<file path="src/synth_serial_regs.vh">
// Field positions, select codes, monitor codes and reset values for the serial register load
`ifndef SYNTH_SERIAL_REGS_VH
`define SYNTH_SERIAL_REGS_VH

`define SEL_DIVIDE        3'h0
`define SEL_PHASE         3'h1
`define SEL_REFDEN        3'h2
`define SEL_FUNCTION      3'h3
`define SEL_CLKDIV        3'h4

`define MON_HI            30
`define MON_LO            27
`define INT_HI            26
`define INT_LO            15
`define FRAC_HI           14
`define FRAC_LO           3
`define PHASE_HI          14
`define PHASE_LO          3
`define LMODE_HI          30
`define LMODE_LO          29
`define SLIP_BIT          28
`define PUMP_HI           27
`define PUMP_LO           24
`define PRESC_BIT         22
`define HALVER_BIT        21
`define DOUBLER_BIT       20
`define RCNT_HI           19
`define RCNT_LO           15
`define DEN_HI            14
`define DEN_LO            3
`define SDRST_BIT         14
`define LOCKWIN_BIT       7
`define POLAR_BIT         6
`define PWRDN_BIT         5
`define PUMP3S_BIT        4
`define CNTRST_BIT        3
`define CDMODE_HI         20
`define CDMODE_LO         19
`define CDVAL_HI          18
`define CDVAL_LO          7

`define MON_TRISTATE      4'h0
`define MON_HIGH          4'h1
`define MON_LOW           4'h2
`define MON_SDO           4'h7
`define MON_CLKDIV        4'hA

`define RST_WORD12        12'h000
`define RST_DEN           12'h002
`define RST_INT           12'h017
`define RST_RCNT          5'h01
`define RST_MON           4'h0

`endif

</file>
<file path="src/synth_serial_register_load.v">
// Serial three-wire programming front end with five configuration latches
//
// Function
// - Shift serial data MSB first on clock rise
// - Load strobe rise copies word into latch
// - Low three bits select target latch
// - Buffered settings wait for next latch 0
// - Latch 0 holds monitor, integer, fraction
// - Reference counter divides by 1 to 32
// - Comparison rate uses doubler and halver bits
// - Latch 1 holds twelve-bit phase value
// - Latch 2 holds reference and denominator fields
// - Latch 3 holds function control bits
// - Latch 4 holds clock divider mode, value
// - Monitor select field steers monitor pin
// - Monitor codes: tristate, high, low, data, divider
// - Chip enable low powers down, pump tristate
`timescale 1ns/1ps
`default_nettype none
`include "synth_serial_regs.vh"

module synth_serial_register_load #(
	parameter WORD_W = 32,
	parameter VAL_W  = 12
) (
	// Clock and reset
	input  wire               clk,
	input  wire               rst_n,
	// Three-wire programming pins
	input  wire               serial_clk,
	input  wire               serial_data,
	input  wire               load_strobe,
	// Chip enable pin
	input  wire               chip_enable,
	// Reference input, already a clean square wave
	input  wire               reference_input,
	// Monitor output pin as two signals
	output reg                monitor_output_pin,
	output reg                monitor_output_oe_n,
	// Active divide settings
	output reg  [VAL_W-1:0]   int_value,
	output reg  [VAL_W-1:0]   frac_value,
	output reg  [VAL_W-1:0]   partial_denominator,
	output reg  [VAL_W-1:0]   phase_value,
	output reg  [4:0]         ref_count,
	output reg                ref_doubler,
	output reg                reference_halver,
	output reg  [3:0]         pump_current_code,
	// Settings without buffering
	output reg  [1:0]         lock_mode,
	output reg                slip_reduction_enable,
	output reg                prescaler_sel,
	output reg                sd_reset,
	output reg                lock_window_select,
	output reg                detector_polarity,
	output reg                power_down,
	output reg                pump_tristate,
	output reg                counter_reset,
	output reg  [1:0]         clkdiv_mode,
	output reg  [VAL_W-1:0]   clkdiv_value,
	// Comparison clock enable toward the detector
	output reg                compare_pulse
);

	// Pin synchronisers
	reg  [1:0]        sclk_sync_q;
	reg  [1:0]        sdat_sync_q;
	reg  [1:0]        le_sync_q;
	reg  [1:0]        ce_sync_q;
	reg  [1:0]        ref_sync_q;
	reg               sclk_prev_q;
	reg               le_prev_q;
	reg               ref_prev_q;
	wire              sclk_rise;
	wire              le_rise;
	wire              ref_rise;

	always @(posedge clk or negedge rst_n)
	begin
		if (!rst_n)
		begin
			sclk_sync_q <= 2'h0;
			sdat_sync_q <= 2'h0;
			le_sync_q   <= 2'h0;
			ce_sync_q   <= 2'h3;
			ref_sync_q  <= 2'h0;
			sclk_prev_q <= 1'b0;
			le_prev_q   <= 1'b0;
			ref_prev_q  <= 1'b0;
		end
		else
		begin
			sclk_sync_q <= {sclk_sync_q[0], serial_clk};
			sdat_sync_q <= {sdat_sync_q[0], serial_data};
			le_sync_q   <= {le_sync_q[0], load_strobe};
			ce_sync_q   <= {ce_sync_q[0], chip_enable};
			ref_sync_q  <= {ref_sync_q[0], reference_input};
			sclk_prev_q <= sclk_sync_q[1];
			le_prev_q   <= le_sync_q[1];
			ref_prev_q  <= ref_sync_q[1];
		end
	end

	assign sclk_rise = sclk_sync_q[1] & ~sclk_prev_q;
	assign le_rise   = le_sync_q[1] & ~le_prev_q;
	assign ref_rise  = ref_sync_q[1] & ~ref_prev_q;

	// Shift register
	reg  [WORD_W-1:0] shift_q;

	always @(posedge clk or negedge rst_n)
	begin
		if (!rst_n)
			shift_q <= {WORD_W{1'b0}};
		else if (sclk_rise)
			shift_q <= {shift_q[WORD_W-2:0], sdat_sync_q[1]};
	end

	// Pending copies of buffered settings, plus monitor select and power-down/three-state bits
	reg  [VAL_W-1:0]  den_pend_q;
	reg  [VAL_W-1:0]  phase_pend_q;
	reg  [4:0]        rcnt_pend_q;
	reg               dbl_pend_q;
	reg               half_pend_q;
	reg  [3:0]        pump_pend_q;
	reg  [3:0]        mon_sel_q;
	reg               pwrdn_q;
	reg               tri3s_q;
	wire [2:0]        sel;

	assign sel = shift_q[2:0];

	always @(posedge clk or negedge rst_n)
	begin
		if (!rst_n)
		begin
			den_pend_q            <= `RST_DEN;
			phase_pend_q          <= `RST_WORD12;
			rcnt_pend_q           <= `RST_RCNT;
			dbl_pend_q            <= 1'b0;
			half_pend_q           <= 1'b0;
			pump_pend_q           <= 4'h0;
			mon_sel_q             <= `RST_MON;
			int_value             <= `RST_INT;
			frac_value            <= `RST_WORD12;
			partial_denominator   <= `RST_DEN;
			phase_value           <= `RST_WORD12;
			ref_count             <= `RST_RCNT;
			ref_doubler           <= 1'b0;
			reference_halver      <= 1'b0;
			pump_current_code     <= 4'h0;
			lock_mode             <= 2'h0;
			slip_reduction_enable <= 1'b0;
			prescaler_sel         <= 1'b0;
			sd_reset              <= 1'b0;
			lock_window_select    <= 1'b0;
			detector_polarity     <= 1'b0;
			pwrdn_q               <= 1'b0;
			tri3s_q               <= 1'b0;
			counter_reset         <= 1'b0;
			clkdiv_mode           <= 2'h0;
			clkdiv_value          <= `RST_WORD12;
		end
		else
		begin
			if (le_rise)
			begin
				case (sel)
					`SEL_DIVIDE:
					begin
						mon_sel_q           <= shift_q[`MON_HI:`MON_LO];
						int_value           <= shift_q[`INT_HI:`INT_LO];
						frac_value          <= shift_q[`FRAC_HI:`FRAC_LO];
						partial_denominator <= den_pend_q;
						phase_value         <= phase_pend_q;
						ref_count           <= rcnt_pend_q;
						ref_doubler         <= dbl_pend_q;
						reference_halver    <= half_pend_q;
						pump_current_code   <= pump_pend_q;
					end
					`SEL_PHASE:
						phase_pend_q <= shift_q[`PHASE_HI:`PHASE_LO];
					`SEL_REFDEN:
					begin
						lock_mode             <= shift_q[`LMODE_HI:`LMODE_LO];
						slip_reduction_enable <= shift_q[`SLIP_BIT];
						pump_pend_q           <= shift_q[`PUMP_HI:`PUMP_LO];
						prescaler_sel         <= shift_q[`PRESC_BIT];
						half_pend_q           <= shift_q[`HALVER_BIT];
						dbl_pend_q            <= shift_q[`DOUBLER_BIT];
						rcnt_pend_q           <= shift_q[`RCNT_HI:`RCNT_LO];
						den_pend_q            <= shift_q[`DEN_HI:`DEN_LO];
					end
					`SEL_FUNCTION:
					begin
						sd_reset           <= shift_q[`SDRST_BIT];
						lock_window_select <= shift_q[`LOCKWIN_BIT];
						detector_polarity  <= shift_q[`POLAR_BIT];
						pwrdn_q            <= shift_q[`PWRDN_BIT];
						tri3s_q            <= shift_q[`PUMP3S_BIT];
						counter_reset      <= shift_q[`CNTRST_BIT];
					end
					`SEL_CLKDIV:
					begin
						clkdiv_mode  <= shift_q[`CDMODE_HI:`CDMODE_LO];
						clkdiv_value <= shift_q[`CDVAL_HI:`CDVAL_LO];
					end
					default:
						mon_sel_q <= mon_sel_q;
				endcase
			end
		end
	end

	// Chip enable low forces power-down and pump three-state
	always @(posedge clk or negedge rst_n)
	begin
		if (!rst_n)
		begin
			power_down    <= 1'b0;
			pump_tristate <= 1'b0;
		end
		else
		begin
			power_down    <= pwrdn_q | ~ce_sync_q[1];
			pump_tristate <= tri3s_q | ~ce_sync_q[1];
		end
	end

	// Reference path: optional doubling, count of 1 to 32, optional halving
	reg  [4:0]        ref_cnt_q;
	reg               half_tog_q;
	reg  [VAL_W-1:0]  cdiv_cnt_q;
	reg               cdiv_out_q;
	wire              ref_tick;
	wire              r_tick;
	wire              active;

	assign active   = ce_sync_q[1] & ~power_down & ~counter_reset;
	assign ref_tick = ref_doubler ? (ref_sync_q[1] ^ ref_prev_q) : ref_rise;
	assign r_tick   = ref_tick & (ref_cnt_q == (ref_count - 5'h01));

	always @(posedge clk or negedge rst_n)
	begin
		if (!rst_n)
		begin
			ref_cnt_q     <= 5'h00;
			half_tog_q    <= 1'b0;
			compare_pulse <= 1'b0;
			cdiv_cnt_q    <= `RST_WORD12;
			cdiv_out_q    <= 1'b0;
		end
		else if (!active)
		begin
			ref_cnt_q     <= 5'h00;
			half_tog_q    <= 1'b0;
			compare_pulse <= 1'b0;
			cdiv_cnt_q    <= `RST_WORD12;
			cdiv_out_q    <= 1'b0;
		end
		else
		begin
			if (ref_tick)
				ref_cnt_q <= r_tick ? 5'h00 : ref_cnt_q + 5'h01;
			if (r_tick)
				half_tog_q <= ~half_tog_q;
			compare_pulse <= r_tick & (~reference_halver | half_tog_q);
			if (compare_pulse && clkdiv_mode != 2'h0)
			begin
				if (cdiv_cnt_q >= clkdiv_value)
				begin
					cdiv_cnt_q <= `RST_WORD12;
					cdiv_out_q <= ~cdiv_out_q;
				end
				else
					cdiv_cnt_q <= cdiv_cnt_q + 12'h001;
			end
		end
	end

	// Monitor pin multiplexer
	always @(posedge clk or negedge rst_n)
	begin
		if (!rst_n)
		begin
			monitor_output_pin  <= 1'b0;
			monitor_output_oe_n <= 1'b1;
		end
		else
		begin
			monitor_output_oe_n <= 1'b0;
			case (mon_sel_q)
				`MON_TRISTATE:
				begin
					monitor_output_pin  <= 1'b0;
					monitor_output_oe_n <= 1'b1;
				end
				`MON_HIGH:   monitor_output_pin <= 1'b1;
				`MON_LOW:    monitor_output_pin <= 1'b0;
				`MON_SDO:    monitor_output_pin <= shift_q[WORD_W-1];
				`MON_CLKDIV: monitor_output_pin <= cdiv_out_q;
				default:     monitor_output_pin <= 1'b0;
			endcase
		end
	end

endmodule
`default_nettype wire

</file>
<file path="config.mk">
export PLATFORM = sky130hd
export DESIGN_NAME = synth_serial_register_load
export DESIGN_NICKNAME = d
export VERILOG_FILES = /design/src/synth_serial_register_load.v
export VERILOG_INCLUDE_DIRS = /design/src
export SDC_FILE = /design/constraint.sdc
export NUM_CORES = 1
export LEC_CHECK = 0
export BUFFER_PORTS_ARGS = -buffer_cell sky130_fd_sc_hd__buf_2
export CAP_MARGIN = 25
export CORE_MARGIN = 1
export CORE_UTILIZATION = 40
export CTS_BUF_LIST = sky130_fd_sc_hd__clkbuf_16
export CTS_CLUSTER_DIAMETER = 120
export DETAILED_ROUTE_END_ITERATION = 7
export MAX_ROUTING_LAYER = met4
export PLACE_DENSITY = 0.63
export SYNTH_ARGS = -nofsm -noshare
export SYNTH_HDL_FRONTEND = slang
export SYNTH_SLANG_ARGS = --single-unit
</file>
<file path="constraint.sdc">
create_clock -name clk -period 2.7 [get_ports clk]
set_input_delay 0.27 -clock clk [delete_from_list [all_inputs] [get_ports clk]]
set_output_delay 0.27 -clock clk [all_outputs]
set_load 0.01 [all_outputs]
</file>
==> out/qor.log <==
[detailed_routing] ANT nets after route 0
[yosys] Synth cell types 53
[worst_setup_path] Stages on worst setup path 7
[yosys] Synth Net Count 560
[global_route] vias in the first global route 4798
[worst_setup_path] flop2flop setup slack 0.31 ns
[timing] maximum achievable frequency 0.4193 GHz
[detailed_routing] drt first-iter violations 257
[yosys] share of synthesized registers carrying an async set or reset 100.0%
[layout] fillcell total 1758
[worst_setup_path] crit-path max FO 13
[place] number of I/O port buffers 92
[worst_setup_path] cell type of the slowest stage on the worst timing path dfrtp_1
[clock_tree] clock root buffer master clkbuf_16
[place] Placed Area 8656 um2
[clock_tree] TritonCTS Buffers 17
[worst_setup_path] path type of the worst setup path flip-flop to flip-flop
[timing] Hold Fails Final Rpt 0
[yosys] total of flip-flops plus latches after synthesis 191
[clock_tree] source-to-sink clock delay at the later pin of the worst-skew pair 0.43 ns
[yosys] Main synth FF type dfrtp_1
[floorplanning] Die H 142.5 um
[layout] n_diodes 0
[flow_run] count of maximum capacitance violations 0
[yosys] top cells by instance count after synthesis dfrtp_1, mux2_2, inv_1
[worst_setup_path] CP startpoint kind flip-flop
[worst_setup_path] launch point of the worst path cdiv_cnt_q[0]
[detailed_routing] Post-Route WL 15360 um
[layout] final core utilization 47.84%
[yosys] Synth top area share 57.03%
[yosys] number of synthesized flops with an enable pin 0
[layout] Layout Nets 668
[timing] ratio of final minimum period to clock period 88.34%
[timing] final setup violating endpoints 0
[worst_setup_path] Setup crit end cdiv_cnt_q[11]
[yosys] post-synthesis sequential area ratio 60.68%
[timing] unrepaired setup endpoints after global routing no
[clock_tree] TritonCTS clock tree built
[yosys] mean area per synthesized cell 14.71 um2
[worst_setup_path] Worst path max stage delay 0.42 ns
[global_route] GRT Overall Usage 16.90%
[place] global placer's final weighted congestion 0.7967
[timing] pin slew with the least headroom to its limit 0.6304 ns
[worst_setup_path] data required time at the worst endpoint 3.00 ns
[timing] Clock Skew 0.01035 ns
[power_and_ir_drop] total power after layout 7.505 mW
[power_and_ir_drop] largest voltage drop on the vdd net 0.4635 mV
[timing] least setup slack across all paths after layout 0.3149 ns
[worst_setup_path] Reg2Reg Launch Point cdiv_cnt_q[0]
[timing] total count of max-transition violations in the final report 0
[place] placed wire-length estimate 10350 um
[global_route] total gr overflow 0
[worst_setup_path] worst-path cell chain inv_1 -> ha_1 -> nand2b_1 -> a2111oi_0 -> or4_4 -> nand4b_4 -> o311ai_0
[worst_setup_path] capture point of the worst reg-to-reg path cdiv_cnt_q[11]
[yosys] ranking of synthesized cells by area dfrtp_1, mux2_2, dfstp_2
[clock_tree] Clock Pin Slew Worst Setup and Hold Paths 0.07 ns
[yosys] instance count of the mapped netlist 537
[clock_tree] H-tree levels 4
[worst_setup_path] crit path capture type flip-flop
[clock_tree] post-cts repair resize count 0
[hold_path] path category of the worst min-delay check flip-flop to flip-flop
[clock_tree] total number of clock tree sinks 191
[layout] fraction of final layout cells sized beyond drive strength 1 47.72%
[yosys] cell taking the most area after synthesis dfrtp_1
[status] result of the run finished clean
[detailed_routing] total via count in the routed design 4629
[yosys] top-count cell post-synth dfrtp_1
[floorplanning] number of top-level pins 93
[global_route] first-pass GRT wire length 25450 um
[layout] Final Instance Area 9280 um2
[timing] final hold slack 0.3520 ns
[floorplanning] # rows 51
[floorplanning] starting density of the core 40.72%
[layout] area added between synthesis and finish 17.49%
[power_and_ir_drop] power density relative to cell area 808.7 nW/um2
[floorplanning] Horiz. Die Dim 142.5 um
[detailed_routing] Initial DRT Pass Iterations 4
[worst_setup_path] cell depth of the worst flop-to-flop path 7
[timing] Final TNS setup 0 ns
[global_route] antenna violations before repair 0
[detailed_routing] total DRC errors in the routed layout 0
[worst_setup_path] data arrival time of the critical path 2.69 ns
[floorplanning] placeable core region 19400 um2
[timing] post-layout min period 2.385 ns
[clock_tree] deepest clock path buffer count 2
[global_route] maximum number of pins on one net before global-route repair 76
[place] placement-stage worst setup slack 0.3734 ns
[timing] max_slew headroom 57.88%
[layout] final std cells w/o fill 923
[power_and_ir_drop] leakage dissipation 4.656 nW
[worst_setup_path] Worst Path Buf+Inv 1
[yosys] Yosys warning total 0
[yosys] area of the mapped netlist 7899 um2
[place] number of cells in the design after placement 885
[worst_setup_path] family with the most delay on the worst path compound AO/OA/AOI/OAI gates
[floorplanning] Die ar. 20310 um2
[detailed_routing] detailed-route vias per instance 5.015
[detailed_routing] routed length per instance 16.64 um
==> sequential cells by signal, indices dropped and copies added, names as in the netlist, 4 cells and up <==
signal / count
cdiv_cnt_q: 12
clkdiv_value: 12
den_pend_q: 12
frac_value: 12
int_value: 12
mon_sel_q: 4
partial_denominator: 12
phase_pend_q: 12
phase_value: 12
pump_current_code: 4
pump_pend_q: 4
rcnt_pend_q: 5
ref_cnt_q: 5
ref_count: 5
shift_q: 32
==> worst min path at each step <==
stage | slack, ns | from | depth (start not counted) | endpoint
finish | 0.35 | ref_sync_q[0] | 0 | ref_sync_q[1]
global route | 0.36 | ref_sync_q[0] | 0 | ref_sync_q[1]
CTS | 0.35 | ref_sync_q[0] | 0 | ref_sync_q[1]
detailed placement | 0.29 | rst_n | 1 | rcnt_pend_q[4]
global placement | 0.28 | rst_n | 1 | ref_count[4]
floorplan | -0.03 | rst_n | 0 | cdiv_cnt_q[0]
==> power breakdown <==
group          switching, mW  internal [mW]  total (mW)
Combinational          0.644          0.687        1.33
Clock                   1.11           1.29        2.40
Sequential             0.406           3.37        3.77
==> layout by cell type (no fill, tap or decap), drive strengths merged, types with 2 or more instances in the layout <==
master       Yosys  routed
mux2i            2       2
a21oi            3       3
dfstp           11      11
or2b             2       2
dlygate4sd3      0       6
nor3b            2       2
ha              16      16
o21a             3       3
nand2b           6       6
buf             19     105
inv             23      30
o2111ai          2       2
o21ai            4       4
nand4b           2       2
a41oi            4       4
nor2             7       7
and3             9       9
o22ai            4       4
xnor2            3       3
nor3             7       7
dfrtp          180     180
clkinvlp         0       4
nor2b            2       2
clkbuf           4      18
mux2           156     156
o311ai           6       6
nand3           14      14
xor2             5       5
clkinv           0       3
nand2           18      18
nand4            6       6
and4             2       2
==> timing repair <==
item / 4_1_cts / 5_1_grt
endpoints found under the hold margin: 55 / 0
hold buffers: 6 / 0
setup buffers: 0 / 0
==> cell type report <==
| type | count | area [um2] | share of cell area [%] |
|---|---|---|---|
| sequential | 191 | 4793 | 51.65 |
| tap | 265 | 331.6 | 3.573 |
| multi-input combinational | 300 | 2858 | 30.79 |
| clock inverter | 15 | 138.9 | 1.497 |
| timing repair buffer | 112 | 646.9 | 6.970 |
| inverter | 23 | 86.33 | 0.9303 |
| clock buffer | 17 | 425.4 | 4.584 |
==> per-layer routing <==
metal / up-vias / global-route usage [%] / routed length (um)
met5: - / - / 0
met4: 0 / 5.093 / 184
met3: 15 / 3.600 / 435
met2: 83 / 26.70 / 7514
met1: 2398 / 21.83 / 7228
li1: 2133 / - / -
==> cells by family (layout without fill, tap and decap cells) <==
| logic type | after synthesis | after routing | share of synthesized area, % |
|---|---|---|---|
| XOR/XNOR | 8 | 8 | 0.8871 |
| adder cells (fa/ha/maj) | 16 | 16 | 2.534 |
| AO/OA/AOI/OAI | 35 | 35 | 3.960 |
| multiplexers | 158 | 158 | 22.49 |
| buffers and inverters | 46 | 167 | 3.231 |
| flip-flops | 191 | 191 | 60.68 |
| AND/OR/NAND/NOR | 83 | 83 | 6.209 |
(Power assumes the default switching activity.)
